[config.mk]
export PLATFORM = sky130hd
export DESIGN_NAME = eosr_core
export DESIGN_NICKNAME = d
export VERILOG_FILES = /design/src/eosr_pkg.sv /design/src/eosr_core.sv
export SDC_FILE = /design/constraint.sdc
export NUM_CORES = 1
export LEC_CHECK = 0
export BUFFER_PORTS_ARGS = -buffer_cell sky130_fd_sc_hd__buf_4
export CAP_MARGIN = 20
export CELL_PAD_IN_SITES_DETAIL_PLACEMENT = 0
export CELL_PAD_IN_SITES_GLOBAL_PLACEMENT = 2
export CORE_ASPECT_RATIO = 1.4
export CORE_MARGIN = 5
export CORE_UTILIZATION = 25
export CTS_CLUSTER_DIAMETER = 50
export DETAILED_ROUTE_END_ITERATION = 8
export HOLD_SLACK_MARGIN = 0.06
export PLACE_DENSITY = 0.56
export SLEW_MARGIN = 40
export SYNTH_ARGS = -nofsm -noshare
export SYNTH_HDL_FRONTEND = slang
export SYNTH_SLANG_ARGS = --single-unit
export TNS_END_PERCENT = 10
[constraint.sdc]
create_clock -name pclk -period 2.89 [get_ports pclk]
set_input_delay 0.4335 -clock pclk [delete_from_list [all_inputs] [get_ports pclk]]
set_output_delay 0.4335 -clock pclk [all_outputs]
set_load 0.05 [all_outputs]
[src/eosr_pkg.sv]
// Shared constants and types for the embedded-operation suspend/resume block.
// Assumes a 250 MHz register clock and a serial link with cmd byte then 24-bit address.
package eosr_pkg;
    // Clock and suspend timing
    localparam int CLK_PERIOD_PS = 4000;
    localparam int SUSP_LAT_NS   = 1000;
    localparam int SUSP_LAT_CYC  = (SUSP_LAT_NS * 1000) / CLK_PERIOD_PS;

    // APB register offsets
    localparam logic [7:0] OFF_STATUS1 = 8'h00;
    localparam logic [7:0] OFF_STATUS2 = 8'h04;
    localparam logic [7:0] OFF_LAST    = 8'h08;
    localparam logic [7:0] OFF_OPTIME  = 8'h0C;

    // Field positions
    localparam int ST1_BUSY_BIT  = 0;
    localparam int ST1_WEL_BIT   = 1;
    localparam int ST2_PROG_BIT  = 0;
    localparam int ST2_ERASE_BIT = 1;
    localparam int ST2_CHK_BIT   = 4;
    localparam int LAST_ACC_BIT  = 8;
    localparam int LAST_UND_BIT  = 9;

    // Reset values
    localparam logic [15:0] OPTIME_RST = 16'h0400;

    // Address layout: 256 KB sectors, 256 B pages
    localparam int SECT_LSB = 18;
    localparam int PAGE_LSB = 8;

    // Link command codes
    localparam logic [7:0] CMD_READ     = 8'h03;
    localparam logic [7:0] CMD_RDSR1    = 8'h05;
    localparam logic [7:0] CMD_RDSR2    = 8'h07;
    localparam logic [7:0] CMD_WREN     = 8'h06;
    localparam logic [7:0] CMD_WRDI     = 8'h04;
    localparam logic [7:0] CMD_PP       = 8'h02;
    localparam logic [7:0] CMD_SSR_PG   = 8'h42;
    localparam logic [7:0] CMD_SSR_RD   = 8'h4B;
    localparam logic [7:0] CMD_PLB_RD   = 8'hA7;
    localparam logic [7:0] CMD_DYB_RD   = 8'hE0;
    localparam logic [7:0] CMD_SE       = 8'hD8;
    localparam logic [7:0] CMD_CE       = 8'h60;
    localparam logic [7:0] CMD_CHK      = 8'h5B;
    localparam logic [7:0] CMD_SUSP     = 8'h75;
    localparam logic [7:0] CMD_RESUME   = 8'h7A;
    localparam logic [7:0] CMD_WRAR     = 8'h71;
    localparam logic [7:0] CMD_PPB_ERS  = 8'hE4;

    typedef struct packed {
        logic [7:0]  cmd;
        logic [23:0] addr;
    } eosr_txn_t;

    typedef enum logic [1:0] {ST_IDLE, ST_RUN, ST_SUSPENDING} eosr_state_t;
    typedef enum logic [2:0] {OP_NONE, OP_PROG, OP_SERASE, OP_CERASE, OP_CHECK} eosr_op_t;
endpackage

[src/eosr_core.sv]
// Suspend/resume sequencer for embedded program, sector erase and integrity check.
// Assumes a serial link (clock, select, data) from the host, sampled on pclk,
// and an APB master for status and timing registers.
//
// Functional notes
// Program suspend accepted only while a page program runs.
// On busy falling, program-suspended flag set if suspended, else clear.
// Reads served during program suspend; suspended page data undefined.
// Host must not trust reads inside the suspended page.
// Erase suspend accepted only during a sector erase.
// Whole-array erase ignores suspend and runs to completion.
// On busy falling, erase-suspended flag set if suspended, else clear.
// During erase suspend, program and read outside the sector accepted.
// Dynamic protection reads allowed during erase suspend.
// New erase ignored while any operation is suspended.
// Host treats reads inside the suspended sector as undefined.
// Check suspend accepted only while an integrity check runs.
// On busy falling, check-suspended flag set if suspended, else clear.
// Reads proceed while an integrity check is suspended.
// Register writes and persistent protection erase refused in any suspend.
// Host polls busy until clear before the intermediate operation.
// Suspended state reached within the suspend latency.
// Program finished in erase suspend returns to erase suspend, busy low.
// Reads outside suspended sector or page are served.
// Program/check suspend refuses write enable/disable, programs, suspend.
// Program/check suspend accepts status, lock, secure and dynamic reads.
// Resume sets busy: program first, else erase, else ignored; code resumes a suspended check instead of ignoring.
// Host leaves the minimum resume-to-suspend gap for progress.
// Suspend with no eligible operation running changes nothing.
// Each suspend flag clears when its operation resumes.
`timescale 1ns/1ps
module eosr_core (
    input  wire logic        pclk,
    input  wire logic        presetn,
    input  wire logic [7:0]  paddr,
    input  wire logic        psel,
    input  wire logic        penable,
    input  wire logic        pwrite,
    input  wire logic [31:0] pwdata,
    output logic      [31:0] prdata,
    output logic             pready,
    output logic             pslverr,
    input  wire logic        link_clk,
    input  wire logic        link_cs_n,
    input  wire logic        link_si,
    output logic             busy_flag,
    output logic             program_suspended_flag,
    output logic             erase_suspended_flag,
    output logic             integrity_check_suspended_flag,
    output logic             read_undefined
);
    localparam int LAT_MAX = eosr_pkg::SUSP_LAT_CYC;
    // Link synchronisers; first stages feed only second stages
    logic [2:0]  sck_s;
    logic [2:0]  cs_s;
    logic [1:0]  si_s;
    logic [5:0]  bit_cnt;
    logic [7:0]  cmd_sh;
    logic [23:0] addr_sh;
    logic        txn_valid;
    eosr_pkg::eosr_txn_t txn;
    wire sck_rise = sck_s[1] & ~sck_s[2];
    wire cs_rise  = cs_s[1] & ~cs_s[2];
    always_ff @(posedge pclk or negedge presetn) begin
        if (!presetn) begin
            sck_s <= 3'h0;
            cs_s  <= 3'h7;
            si_s  <= 2'h0;
        end else begin
            sck_s <= {sck_s[1:0], link_clk};
            cs_s  <= {cs_s[1:0], link_cs_n};
            si_s  <= {si_s[0], link_si};
        end
    end

    always_ff @(posedge pclk or negedge presetn) begin
        if (!presetn) begin
            bit_cnt <= 6'h00;
            cmd_sh  <= 8'h00;
            addr_sh <= 24'h000000;
        end else if (cs_s[1]) begin
            bit_cnt <= 6'h00;
        end else if (sck_rise && bit_cnt != 6'h20) begin
            bit_cnt <= bit_cnt + 6'h01;
            if (bit_cnt < 6'h08) begin
                cmd_sh <= {cmd_sh[6:0], si_s[1]};
            end else begin
                addr_sh <= {addr_sh[22:0], si_s[1]};
            end
        end
    end
    // A frame with fewer than eight bits carries no command
    always_ff @(posedge pclk or negedge presetn) begin
        if (!presetn) begin
            txn_valid <= 1'b0;
            txn       <= '0;
        end else begin
            txn_valid <= cs_rise && bit_cnt >= 6'h08;
            txn       <= '{cmd: cmd_sh, addr: addr_sh};
        end
    end
    // Sequencer state
    eosr_pkg::eosr_state_t state;
    eosr_pkg::eosr_state_t next_state;
    eosr_pkg::eosr_op_t    op_kind;
    logic [15:0] op_left, prog_save, erase_save, chk_save, op_time, susp_cnt, prog_page;
    logic [5:0]  erase_sector;
    logic        wel;
    logic [9:0]  last_txn;
    // Command decode
    wire is_read   = txn.cmd == eosr_pkg::CMD_READ;
    wire is_rdsr   = txn.cmd == eosr_pkg::CMD_RDSR1 || txn.cmd == eosr_pkg::CMD_RDSR2;
    wire is_wren   = txn.cmd == eosr_pkg::CMD_WREN;
    wire is_wrdi   = txn.cmd == eosr_pkg::CMD_WRDI;
    wire is_pp     = txn.cmd == eosr_pkg::CMD_PP;
    wire is_ssr_pg = txn.cmd == eosr_pkg::CMD_SSR_PG;
    wire is_ssr_rd = txn.cmd == eosr_pkg::CMD_SSR_RD;
    wire is_plb    = txn.cmd == eosr_pkg::CMD_PLB_RD;
    wire is_dyb    = txn.cmd == eosr_pkg::CMD_DYB_RD;
    wire is_se     = txn.cmd == eosr_pkg::CMD_SE;
    wire is_ce     = txn.cmd == eosr_pkg::CMD_CE;
    wire is_chk    = txn.cmd == eosr_pkg::CMD_CHK;
    wire is_susp   = txn.cmd == eosr_pkg::CMD_SUSP;
    wire is_resume = txn.cmd == eosr_pkg::CMD_RESUME;
    wire is_wrar   = txn.cmd == eosr_pkg::CMD_WRAR;
    wire is_ppb_er = txn.cmd == eosr_pkg::CMD_PPB_ERS;
    wire is_prog   = is_pp | is_ssr_pg;
    wire is_rd_cls = is_read | is_rdsr | is_ssr_rd | is_plb | is_dyb;
    wire busy       = state != eosr_pkg::ST_IDLE;
    wire ps_or_cs   = program_suspended_flag | integrity_check_suspended_flag;
    wire any_susp   = ps_or_cs | erase_suspended_flag;
    wire in_page    = program_suspended_flag
                      && txn.addr[23:eosr_pkg::PAGE_LSB] == prog_page;
    wire in_sector  = erase_suspended_flag
                      && txn.addr[23:eosr_pkg::SECT_LSB] == erase_sector;
    // Suspend only takes a running program, sector erase or check
    wire susp_ok = state == eosr_pkg::ST_RUN
                   && (op_kind == eosr_pkg::OP_PROG || op_kind == eosr_pkg::OP_SERASE
                       || op_kind == eosr_pkg::OP_CHECK);
    // Gate per suspend mode
    wire ok_ps = is_rd_cls;
    wire ok_es = is_rd_cls | is_wren | is_wrdi
                 | (is_prog & ~in_sector);
    wire ok_idle = ~is_resume & ~is_susp;
    wire gate_ok = busy ? is_rdsr
                 : ps_or_cs ? ok_ps
                 : erase_suspended_flag ? ok_es
                 : ok_idle;
    wire need_wel = is_prog | is_se | is_ce | is_wrar | is_ppb_er;
    wire accept   = txn_valid && gate_ok && (~need_wel | wel);
    wire start_prog = accept & is_prog;
    wire start_se   = accept & is_se;
    wire start_ce   = accept & is_ce;
    wire start_chk  = accept & is_chk;
    wire do_susp    = txn_valid & is_susp & susp_ok;
    wire do_resume  = txn_valid & is_resume & ~busy & any_susp;
    wire res_prog   = do_resume & program_suspended_flag;
    wire res_erase  = do_resume & ~program_suspended_flag & erase_suspended_flag;
    wire res_chk    = do_resume & ~program_suspended_flag & ~erase_suspended_flag;
    wire op_done    = busy && op_left == 16'h0001;
    wire susp_done  = state == eosr_pkg::ST_SUSPENDING && susp_cnt == 16'h0001 && !op_done;
    wire [15:0] op_len = (op_time == 16'h0000) ? 16'h0001 : op_time;
    wire start_any  = start_prog | start_se | start_ce | start_chk;
    always_comb begin
        next_state = state;
        case (state)
            eosr_pkg::ST_IDLE: begin
                if (start_any || do_resume) begin
                    next_state = eosr_pkg::ST_RUN;
                end
            end
            eosr_pkg::ST_RUN: begin
                if (op_done) begin
                    next_state = eosr_pkg::ST_IDLE;
                end else if (do_susp) begin
                    next_state = eosr_pkg::ST_SUSPENDING;
                end
            end
            eosr_pkg::ST_SUSPENDING: begin
                if (op_done || susp_done) begin
                    next_state = eosr_pkg::ST_IDLE;
                end
            end
            default: next_state = eosr_pkg::ST_IDLE;
        endcase
    end
    always_ff @(posedge pclk or negedge presetn) begin
        if (!presetn) begin
            state     <= eosr_pkg::ST_IDLE;
            busy_flag <= 1'b0;
        end else begin
            state     <= next_state;
            busy_flag <= next_state != eosr_pkg::ST_IDLE;
        end
    end
    // Operation kind and remaining work
    always_ff @(posedge pclk or negedge presetn) begin
        if (!presetn) begin
            op_kind <= eosr_pkg::OP_NONE;
            op_left <= 16'h0000;
        end else if (start_any) begin
            op_kind <= start_prog ? eosr_pkg::OP_PROG : start_se ? eosr_pkg::OP_SERASE
                     : start_ce ? eosr_pkg::OP_CERASE : eosr_pkg::OP_CHECK;
            op_left <= op_len;
        end else if (do_resume) begin
            op_kind <= res_prog ? eosr_pkg::OP_PROG
                     : res_erase ? eosr_pkg::OP_SERASE : eosr_pkg::OP_CHECK;
            op_left <= res_prog ? prog_save : res_erase ? erase_save : chk_save;
        end else if (op_done || susp_done) begin
            op_kind <= eosr_pkg::OP_NONE;
            op_left <= 16'h0000;
        end else if (busy) begin
            op_left <= op_left - 16'h0001;
        end
    end
    // Suspend latency counter
    always_ff @(posedge pclk or negedge presetn) begin
        if (!presetn) begin
            susp_cnt <= 16'h0000;
        end else if (do_susp) begin
            susp_cnt <= 16'(eosr_pkg::SUSP_LAT_CYC);
        end else if (susp_cnt != 16'h0000) begin
            susp_cnt <= susp_cnt - 16'h0001;
        end
    end
    // Saved progress of suspended operations
    always_ff @(posedge pclk or negedge presetn) begin
        if (!presetn) begin
            prog_save  <= 16'h0000;
            erase_save <= 16'h0000;
            chk_save   <= 16'h0000;
        end else if (susp_done) begin
            if (op_kind == eosr_pkg::OP_PROG) prog_save <= op_left - 16'h0001;
            if (op_kind == eosr_pkg::OP_SERASE) erase_save <= op_left - 16'h0001;
            if (op_kind == eosr_pkg::OP_CHECK) chk_save <= op_left - 16'h0001;
        end
    end
    // Suspend flags: a flag is only ever set by a finished suspend
    always_ff @(posedge pclk or negedge presetn) begin
        if (!presetn) begin
            program_suspended_flag         <= 1'b0;
            erase_suspended_flag           <= 1'b0;
            integrity_check_suspended_flag <= 1'b0;
        end else begin
            if (susp_done && op_kind == eosr_pkg::OP_PROG) begin
                program_suspended_flag <= 1'b1;
            end else if (res_prog) begin
                program_suspended_flag <= 1'b0;
            end
            if (susp_done && op_kind == eosr_pkg::OP_SERASE) begin
                erase_suspended_flag <= 1'b1;
            end else if (res_erase) begin
                erase_suspended_flag <= 1'b0;
            end
            if (susp_done && op_kind == eosr_pkg::OP_CHECK) begin
                integrity_check_suspended_flag <= 1'b1;
            end else if (res_chk) begin
                integrity_check_suspended_flag <= 1'b0;
            end
        end
    end
    // Suspended locations, write enable latch, last transaction record
    always_ff @(posedge pclk or negedge presetn) begin
        if (!presetn) begin
            prog_page    <= 16'h0000;
            erase_sector <= 6'h00;
        end else begin
            if (start_prog) prog_page <= txn.addr[23:eosr_pkg::PAGE_LSB];
            if (start_se) erase_sector <= txn.addr[23:eosr_pkg::SECT_LSB];
        end
    end

    always_ff @(posedge pclk or negedge presetn) begin
        if (!presetn) begin
            wel <= 1'b0;
        end else if (accept && is_wren) begin
            wel <= 1'b1;
        end else if ((accept && (is_wrdi || need_wel)) || op_done) begin
            wel <= 1'b0;
        end
    end
    // Reads inside a suspended page or sector are served but flagged
    always_ff @(posedge pclk or negedge presetn) begin
        if (!presetn) begin
            last_txn       <= 10'h000;
            read_undefined <= 1'b0;
        end else if (txn_valid) begin
            last_txn       <= {(accept & is_read & (in_page | in_sector)), accept, txn.cmd};
            read_undefined <= accept & is_read & (in_page | in_sector);
        end
    end
    // APB slave: one wait state, outputs registered
    wire apb_acc  = psel & penable & ~pready;
    wire hit_st1  = paddr == eosr_pkg::OFF_STATUS1;
    wire hit_st2  = paddr == eosr_pkg::OFF_STATUS2;
    wire hit_last = paddr == eosr_pkg::OFF_LAST;
    wire hit_opt  = paddr == eosr_pkg::OFF_OPTIME;
    wire mapped   = hit_st1 | hit_st2 | hit_last | hit_opt;
    wire [31:0] st1_val = 32'h00000000
                        | (32'(busy_flag) << eosr_pkg::ST1_BUSY_BIT)
                        | (32'(wel) << eosr_pkg::ST1_WEL_BIT);
    wire [31:0] st2_val = 32'h00000000
                        | (32'(program_suspended_flag) << eosr_pkg::ST2_PROG_BIT)
                        | (32'(erase_suspended_flag) << eosr_pkg::ST2_ERASE_BIT)
                        | (32'(integrity_check_suspended_flag) << eosr_pkg::ST2_CHK_BIT);
    wire [31:0] rd_val  = hit_st1 ? st1_val : hit_st2 ? st2_val
                        : hit_last ? {22'h000000, last_txn}
                        : hit_opt ? {16'h0000, op_time} : 32'h00000000;

    always_ff @(posedge pclk or negedge presetn) begin
        if (!presetn) begin
            pready  <= 1'b0;
            pslverr <= 1'b0;
            prdata  <= 32'h00000000;
        end else begin
            pready  <= apb_acc;
            pslverr <= apb_acc & ~mapped;
            prdata  <= (apb_acc && !pwrite) ? rd_val : 32'h00000000;
        end
    end
    // Timing only changes newly started work, never resumed work or the running count
    always_ff @(posedge pclk or negedge presetn) begin
        if (!presetn) begin
            op_time <= eosr_pkg::OPTIME_RST;
        end else if (psel && penable && pready && pwrite && hit_opt) begin
            op_time <= pwdata[15:0];
        end
    end
    // Checks
    a_prog_susp_flag: assert property (@(posedge pclk) disable iff (!presetn)
        susp_done && op_kind == eosr_pkg::OP_PROG |=> program_suspended_flag && !busy_flag)
        else $error("program suspend did not set its flag with busy low");
    a_chip_no_susp: assert property (@(posedge pclk) disable iff (!presetn)
        txn_valid && is_susp && op_kind == eosr_pkg::OP_CERASE
        |=> state != eosr_pkg::ST_SUSPENDING)
        else $error("chip erase entered suspend");
    a_erase_nested: assert property (@(posedge pclk) disable iff (!presetn)
        txn_valid && (is_se || is_ce) && any_susp
        |=> op_kind != eosr_pkg::OP_SERASE && op_kind != eosr_pkg::OP_CERASE)
        else $error("erase started during suspend");
    a_prot_write: assert property (@(posedge pclk) disable iff (!presetn)
        txn_valid && (is_wrar || is_ppb_er) && any_susp |=> !last_txn[eosr_pkg::LAST_ACC_BIT])
        else $error("protection change accepted during suspend");
    a_susp_latency: assert property (@(posedge pclk) disable iff (!presetn)
        do_susp |=> ##[0:LAT_MAX] !busy_flag)
        else $error("suspend not reached within latency");
    a_resume_order: assert property (@(posedge pclk) disable iff (!presetn)
        res_prog |=> busy_flag && !program_suspended_flag
                     && erase_suspended_flag == $past(erase_suspended_flag))
        else $error("resume did not restart program first");
    a_susp_ignored: assert property (@(posedge pclk) disable iff (!presetn)
        txn_valid && is_susp && !busy |=> !busy_flag ##1 $stable(program_suspended_flag)
                                       && $stable(erase_suspended_flag))
        else $error("idle suspend changed state");
    a_ps_refuse: assert property (@(posedge pclk) disable iff (!presetn)
        txn_valid && ps_or_cs && !busy && (is_wren || is_wrdi || is_prog)
        |=> !last_txn[eosr_pkg::LAST_ACC_BIT] && !wel == !$past(wel))
        else $error("refused command accepted in program or check suspend");
    a_ps_reads: assert property (@(posedge pclk) disable iff (!presetn)
        txn_valid && ps_or_cs && !busy && (is_rdsr || is_plb || is_ssr_rd || is_dyb)
        |=> last_txn[eosr_pkg::LAST_ACC_BIT])
        else $error("allowed read refused in suspend");
    a_back_to_erase: assert property (@(posedge pclk) disable iff (!presetn)
        op_done && op_kind == eosr_pkg::OP_PROG && erase_suspended_flag
        |=> erase_suspended_flag && !busy_flag)
        else $error("program in erase suspend did not return to erase suspend");
endmodule

---- Word level (Yosys, flattened, before mapping) ----
Cells that the tools add are included.
cells by class
  bitwise logic cells ..................... 60
  $mul .................................... 0
  reductions and logical operators ........ 48
  divide/modulo/power cells ............... 0
  equality and inequality tests ........... 30
  shift-type cells ........................ 0
  mux-type cells .......................... 40
  add/sub/neg operators ................... 3
  magnitude comparators ................... 2
operator list
  kind                     number
  $mux W16                 14
  $eq A8 B7 Y1 const B     7
  $eq A8 B3 Y1 const B     5
  $eq A16 B1 Y1 const B    2
  $eq A8 B8 Y1 const B     4
  $sub A16 B1 Y16 const B  2
  $mux W3                  8
  $and A1 B1 Y1            22
  $or A1 B1 Y1             22
  $logic_and A1 B1 Y1      20
  $eq A16 B16 Y1           1
  $eq A8 B2 Y1 const B     2
  $eq A8 B4 Y1 const B     2
  $logic_not A16 Y1        1
  $reduce_bool A16 Y1      1
  $reduce_bool A2 Y1       8
  $not A1 Y1               13
  $mux W6                  2
  $mux W1                  11
  $logic_not A8 Y1         1
  $mux W2                  4
  $logic_or A1 B1 Y1       7
  $add A6 B1 Y6 const B    1
  $eq A6 B6 Y1             1
  17 further kinds         22
word-level totals
  output and inout port bits .............. 39
  memories ................................ 0
  memory bits (read-only) ................. 0
  register bits ........................... 236
  RAM bits ................................ 0
  latch bits .............................. 0
  logic and storage cells ................. 212
  input bits .............................. 48

---- Longest topological paths before layout ----
  word-level depth ........................ 22
  gate-level depth with buffers ........... 10
  mapped depth without buffers ............ 9

---- Worst setup path before layout ----
OpenSTA, ideal clock, no wires.
  kind .................................... reg-to-reg
  start ................................... register erase_suspended_flag
  end ..................................... register op_left[15]
  path slack .............................. 0.458 ns
  arrival ................................. 2.307 ns
  clock period less this slack ............ 2.432 ns
  buffers on the path ..................... 1
  stages on the path, launching flop included .. 8
  cells stage by stage .................... dfrtp_1 > nand4_1 > or4_1 > a311o_1 > and2_1 > o31ai_1 > buf_6 > mux2_2
on the way
  word-level cells in the longest chain between the ends .. 14
RTL lines
  item                                                                    line                                RTL
  from (decl)                                                             eosr_core.sv:48                     output logic erase_suspended_flag,
  from (signal assigned)                                                  eosr_core.sv:242                    erase_suspended_flag <= 1'b0;
  from (signal assigned)                                                  eosr_core.sv:251                    erase_suspended_flag <= 1'b1;
  from (signal assigned)                                                  eosr_core.sv:253                    erase_suspended_flag <= 1'b0;
  $logic_and A1 B1 Y1                                                     eosr_core.sv:135                    && txn.addr[23:eosr_pkg::SECT_LSB] == erase_sector;
  $not A1 Y1                                                              eosr_core.sv:143                    | (is_prog & ~in_sector);
  $and A1 B1 Y1                                                           eosr_core.sv:143
  $or A1 B1 Y1                                                            eosr_core.sv:143
  $mux W1                                                                 eosr_core.sv:147                    : erase_suspended_flag ? ok_es
  $mux W1                                                                 eosr_core.sv:146                    : ps_or_cs ? ok_ps
  $mux W1                                                                 eosr_core.sv:145                    wire gate_ok = busy ? is_rdsr
  $logic_and A1 B1 Y1 (2 in series)                                       eosr_core.sv:150                    wire accept = txn_valid && gate_ok && (~need_wel | wel);
  $and A1 B1 Y1 (on tied branches)                                        eosr_core.sv:151, eosr_core.sv:152
  $or A1 B1 Y1 (3 in series)                                              eosr_core.sv:163                    wire start_any = start_prog | start_se | start_ce | start_chk;
  $reduce_bool A4 Y1 (no source line) / $mux W16 (equally long branches)  n/a
  to (signal assigned)                                                    eosr_core.sv:204                    op_left <= op_len;
  to (signal assigned)                                                    eosr_core.sv:208                    op_left <= res_prog ? prog_save : res_erase ? erase_save : chk_save;
  to (signal assigned)                                                    eosr_core.sv:213                    op_left <= op_left - 16'h0001;
  to (decl)                                                               eosr_core.sv:106                    logic [15:0] op_left, prog_save, erase_save, chk_save, op_time, susp_cnt, prog_page;
Several ways; a longest one is shown, not always the timed one.
A chain may end at the register's enable or synchronous reset.

---- Worst setup path after layout ----
  start ................................... register txn[27] (netlist bit)
  end ..................................... register op_left[7]
on the way
  word-level cells in the longest chain between the ends .. 19
RTL lines
  item                                                                    line                                RTL
  from (decl)                                                             eosr_core.sv:61                     eosr_pkg::eosr_txn_t txn;
  from (signal assigned)                                                  eosr_core.sv:99                     txn <= '{cmd: cmd_sh, addr: addr_sh};
  $eq A8 B3 Y1                                                            eosr_core.sv:112                    wire is_rdsr = txn.cmd == eosr_pkg::CMD_RDSR1 || txn.cmd == eosr_pkg::CMD_RDSR2;
  $logic_or A1 B1 Y1                                                      eosr_core.sv:112
  $or A1 B1 Y1 (4 in series)                                              eosr_core.sv:128                    wire is_rd_cls = is_read | is_rdsr | is_ssr_rd | is_plb | is_dyb;
  $or A1 B1 Y1 (2 in series)                                              eosr_core.sv:142                    wire ok_es = is_rd_cls | is_wren | is_wrdi
  $or A1 B1 Y1                                                            eosr_core.sv:143
  $mux W1                                                                 eosr_core.sv:147
  $mux W1                                                                 eosr_core.sv:146
  $mux W1                                                                 eosr_core.sv:145
  $logic_and A1 B1 Y1 (2 in series)                                       eosr_core.sv:150
  $and A1 B1 Y1 (on tied branches)                                        eosr_core.sv:151, eosr_core.sv:152
  $or A1 B1 Y1 (3 in series)                                              eosr_core.sv:163
  $reduce_bool A4 Y1 (no source line) / $mux W16 (equally long branches)  n/a
Several ways; a longest one is shown, not always the timed one.

==> reports/metrics.csv <==
metric,value,unit
outcome,"finished, final reports clean",
dp_hpwl,18.3,mm
grt_use_total,0.115,
grt_pass1_vias,7323,
cp_slowest_cell,or4b_1,
hold_path_depth,2,
ant_nets,0,
grt_max_degree,80,
critPathMaxFanout,12,
htreeDepth,1,
synthSimpleGateAreaFrac,0.147,
viasPerCell,4.45,
slowest_delay,0.56,ns
synthAdderAreaFrac,0.00728,
reg2reg_depth,9,
path_clk_slew,0.06,ns
grt_overflow,0,
synth_mux_area_frac,0.136,
ir_worst_vdd,0.000532,V
critPathLaunchType,flop,
dr_total_vias,6928,
crit_path_end_kind,flop,
die_y,250,um
synth_compound_area_frac,0.0704,
cts_tree,yes,
initial_core_util,0.251,
finalSetupTns,0,ns
gp_congestion,0.746,
grt_pass1_wl,42.0,mm
ys_seq_area_frac,0.551,
dr_wl_met2,13.7,mm
syn_inst,915,
wl_per_cell,16.7,um
setup_viol,0,
worst_pin_slew,0.673,ns
firstDrtPassIters,6,
maxUsedRoutingLayer,met4,
min_period,2.75,ns
ios,87,
fmax,364,MHz
clkLatencyLatePin,0.55,ns
synth_xor_xnor_area_share,0.0492,
synth_area_leaders,"dfrtp_1, mux2_2, nand2_1",
rsz0062_at_grt,no,
p_leak,6.02,nW
period_share,0.952,
cts_buffer_depth,3,
ys_types,62,
met3_length,929,um
power.density,628,nW/um^2
drive_gt1_frac,0.262,
final_net_count,1048,
synthArstFlopShare,1.00,
netlist_area,10300,sq um
timing.critical_path.required,3.32,ns
yosysWarnings,0,
maxCapViolations,0,
crit_type,flop to flop,
clock_sinks,227,
dieArea,45500,sq um
cts_root_buffer,clkbuf_16,
rows,88,
fin_skew,0.0108,ns
ys.flop_type,dfrtp_1,
synth_top_area_cell,dfrtp_1,
n_antenna_cell,0,
drt_drc_violations_left,0,
syn_to_final_growth,22.2,%
cts_buffers,31,
hold_violations,0,
portBuffers,54,
yosysTopAreaCellShare,0.541,
synth_top_family_by_area,simple AND/OR/NAND/NOR gates,
wirelength,26.0,mm
synth_seq_cells,227,
drt-initial-drc-count,248,
core-area,41100,sq um
antenna_found_initial,0,
hold_class,input port to flop,
die_w,182,um
syn_avg_cell_area,11.3,sq um
path_cells,"or4b_1, a21oi_2, nor2_1, o211a_1, and2_1, o31ai_4, buf_4, buf_6, mux2_2",
critPathArrivalTime,3.18,ns
synth_edf_count,0,
wl_met1,10.7,mm
drv_slew,0,
postCtsSetupBuffers,0,
max_slew_margin,0.551,
fin_util,0.307,
## flip-flops by register name (all words and copies together) (netlist names), 6 cells and up
name	flops
addr_sh	24
bit_cnt	6
chk_save	16
cmd_sh	8
erase_save	16
erase_sector	6
last_txn	9
op_left	16
op_time	16
prdata	16
prog_page	16
prog_save	16
susp_cnt	16
txn	24
## cell usage after synthesis (4+ instances only)
| library cell | instances |
|---|---|
| dfrtp_1 | 223 |
| nand2_1 | 111 |
| mux2_2 | 85 |
| o21ai_0 | 79 |
| nor2_1 | 64 |
| xor2_1 | 36 |
| clkbuf_1 | 30 |
| mux2i_1 | 25 |
| xnor2_1 | 22 |
| a21oi_1 | 20 |
| nor3_1 | 18 |
| nor4_1 | 18 |
| buf_4 | 17 |
| nand4_1 | 15 |
| nand3_1 | 13 |
| mux2_4 | 10 |
| and2_1 | 9 |
| inv_1 | 9 |
| buf_2 | 8 |
| o211ai_1 | 7 |
| ha_1 | 6 |
| nor2b_1 | 5 |
| nor3b_1 | 5 |
| buf_1 | 4 |
| buf_6 | 4 |
| dfstp_2 | 4 |
| nor4b_1 | 4 |
| or3_1 | 4 |
| or4_1 | 4 |
## path summary, 6_finish.rpt
kind | to | start | slack, ns
max | op_left[7]$_DFFE_PN0P_ | txn[27]$_DFF_PN0_ | 0.14
min | op_time[10]$_DFFE_PN1P_ | pwdata[10] | 0.11
max reg2reg | op_left[7]$_DFFE_PN0P_ | txn[27]$_DFF_PN0_ | 0.14
min reg2reg | sck_s[1]$_DFF_PN0_ | sck_s[0]$_DFF_PN0_ | 0.35
max in group asynchronous | op_time[10]$_DFFE_PN1P_ | presetn | 1.56
min in group asynchronous | chk_save[4]$_DFFE_PN0P_ | presetn | 0.47
## cell families (layout without fill, tap and decap cells)
| group | Yosys count | in the layout |
|---|---|---|
| compound gates | 127 | 127 |
| xor+xnor | 58 | 58 |
| fa+ha+maj | 6 | 6 |
| buf+inv | 73 | 160 |
| flops | 227 | 227 |
| mux | 122 | 122 |
| other cells | 1 | 16 |
| simple gates | 301 | 301 |
## power breakdown
part           internal (mW)  switching, mW
Clock                   2.55           1.45
Combinational          0.198          0.290
Sequential              3.29          0.139
## worst max-delay path: cells and delay by family (launching register included)
kind	cells	cell delay [ns]
mux	1	0.34
simple gates	3	0.86
flops	1	0.50
compound gates	3	0.52
buf+inv	2	0.42
## through the flow
step / cell area (sq um) / std cells / hold WS, ns / total power, mW / worst slack, ns
6_report: 12600 / 1557 / 0.111 / 7.92 / 0.140
3_5_place_dp: 11500 / 1497 / 0.336 / 3.97 / 0.0369
2_1_floorplan: 10400 / 930 / 0.138 / 3.76 / 0.458
5_1_grt: 12600 / 1557 / 0.0882 / 8.26 / 0.00320
4_1_cts: 12600 / 1557 / 0.0782 / 8.06 / 0.0275
3_3_place_gp: 11400 / 1495 / 0.333 / 3.97 / 0.212
## final cells by class
class                           instances  area [sq um]
Timing Repair Buffer                   95           785
Fill cell                            4228         28500
Inverter                                9          33.8
Sequential cell                       227          5690
Clock inverter                         16           236
Multi-Input combinational cell        630          4330
Clock buffer                           40           860
Tap cell                              540           676
## cells in the final DEF (no fill, tap or decap), types with 16 or more instances in the layout
master | Yosys | final
xor2_1 | 36 | 36
dfrtp_1 | 223 | 219
mux2_2 | 85 | 85
a21oi_1 | 20 | 20
nor3_1 | 18 | 18
nor2_1 | 64 | 64
buf_4 | 17 | 85
mux2i_1 | 25 | 25
clkbuf_16 | 0 | 31
o21ai_0 | 79 | 79
conb_1 | 1 | 16
nand2_1 | 111 | 111
nor4_1 | 18 | 17
xnor2_1 | 22 | 22
## routing by layer
metal / vias up / track usage
li1: 3326 / -
met1: 3460 / 0.138
met2: 94 / 0.210
met3: 48 / 0.0183
met4: 0 / 0.0350
met5: - / 0
## what timing repair did
action | CTS | global route
resized for setup | 0 | 6
hold endpoints to repair | 76 | 0
hold buffers | 4 | 0
setup endpoints to repair | 0 | 15
No activity file was read; power rests on OpenSTA's default activity.
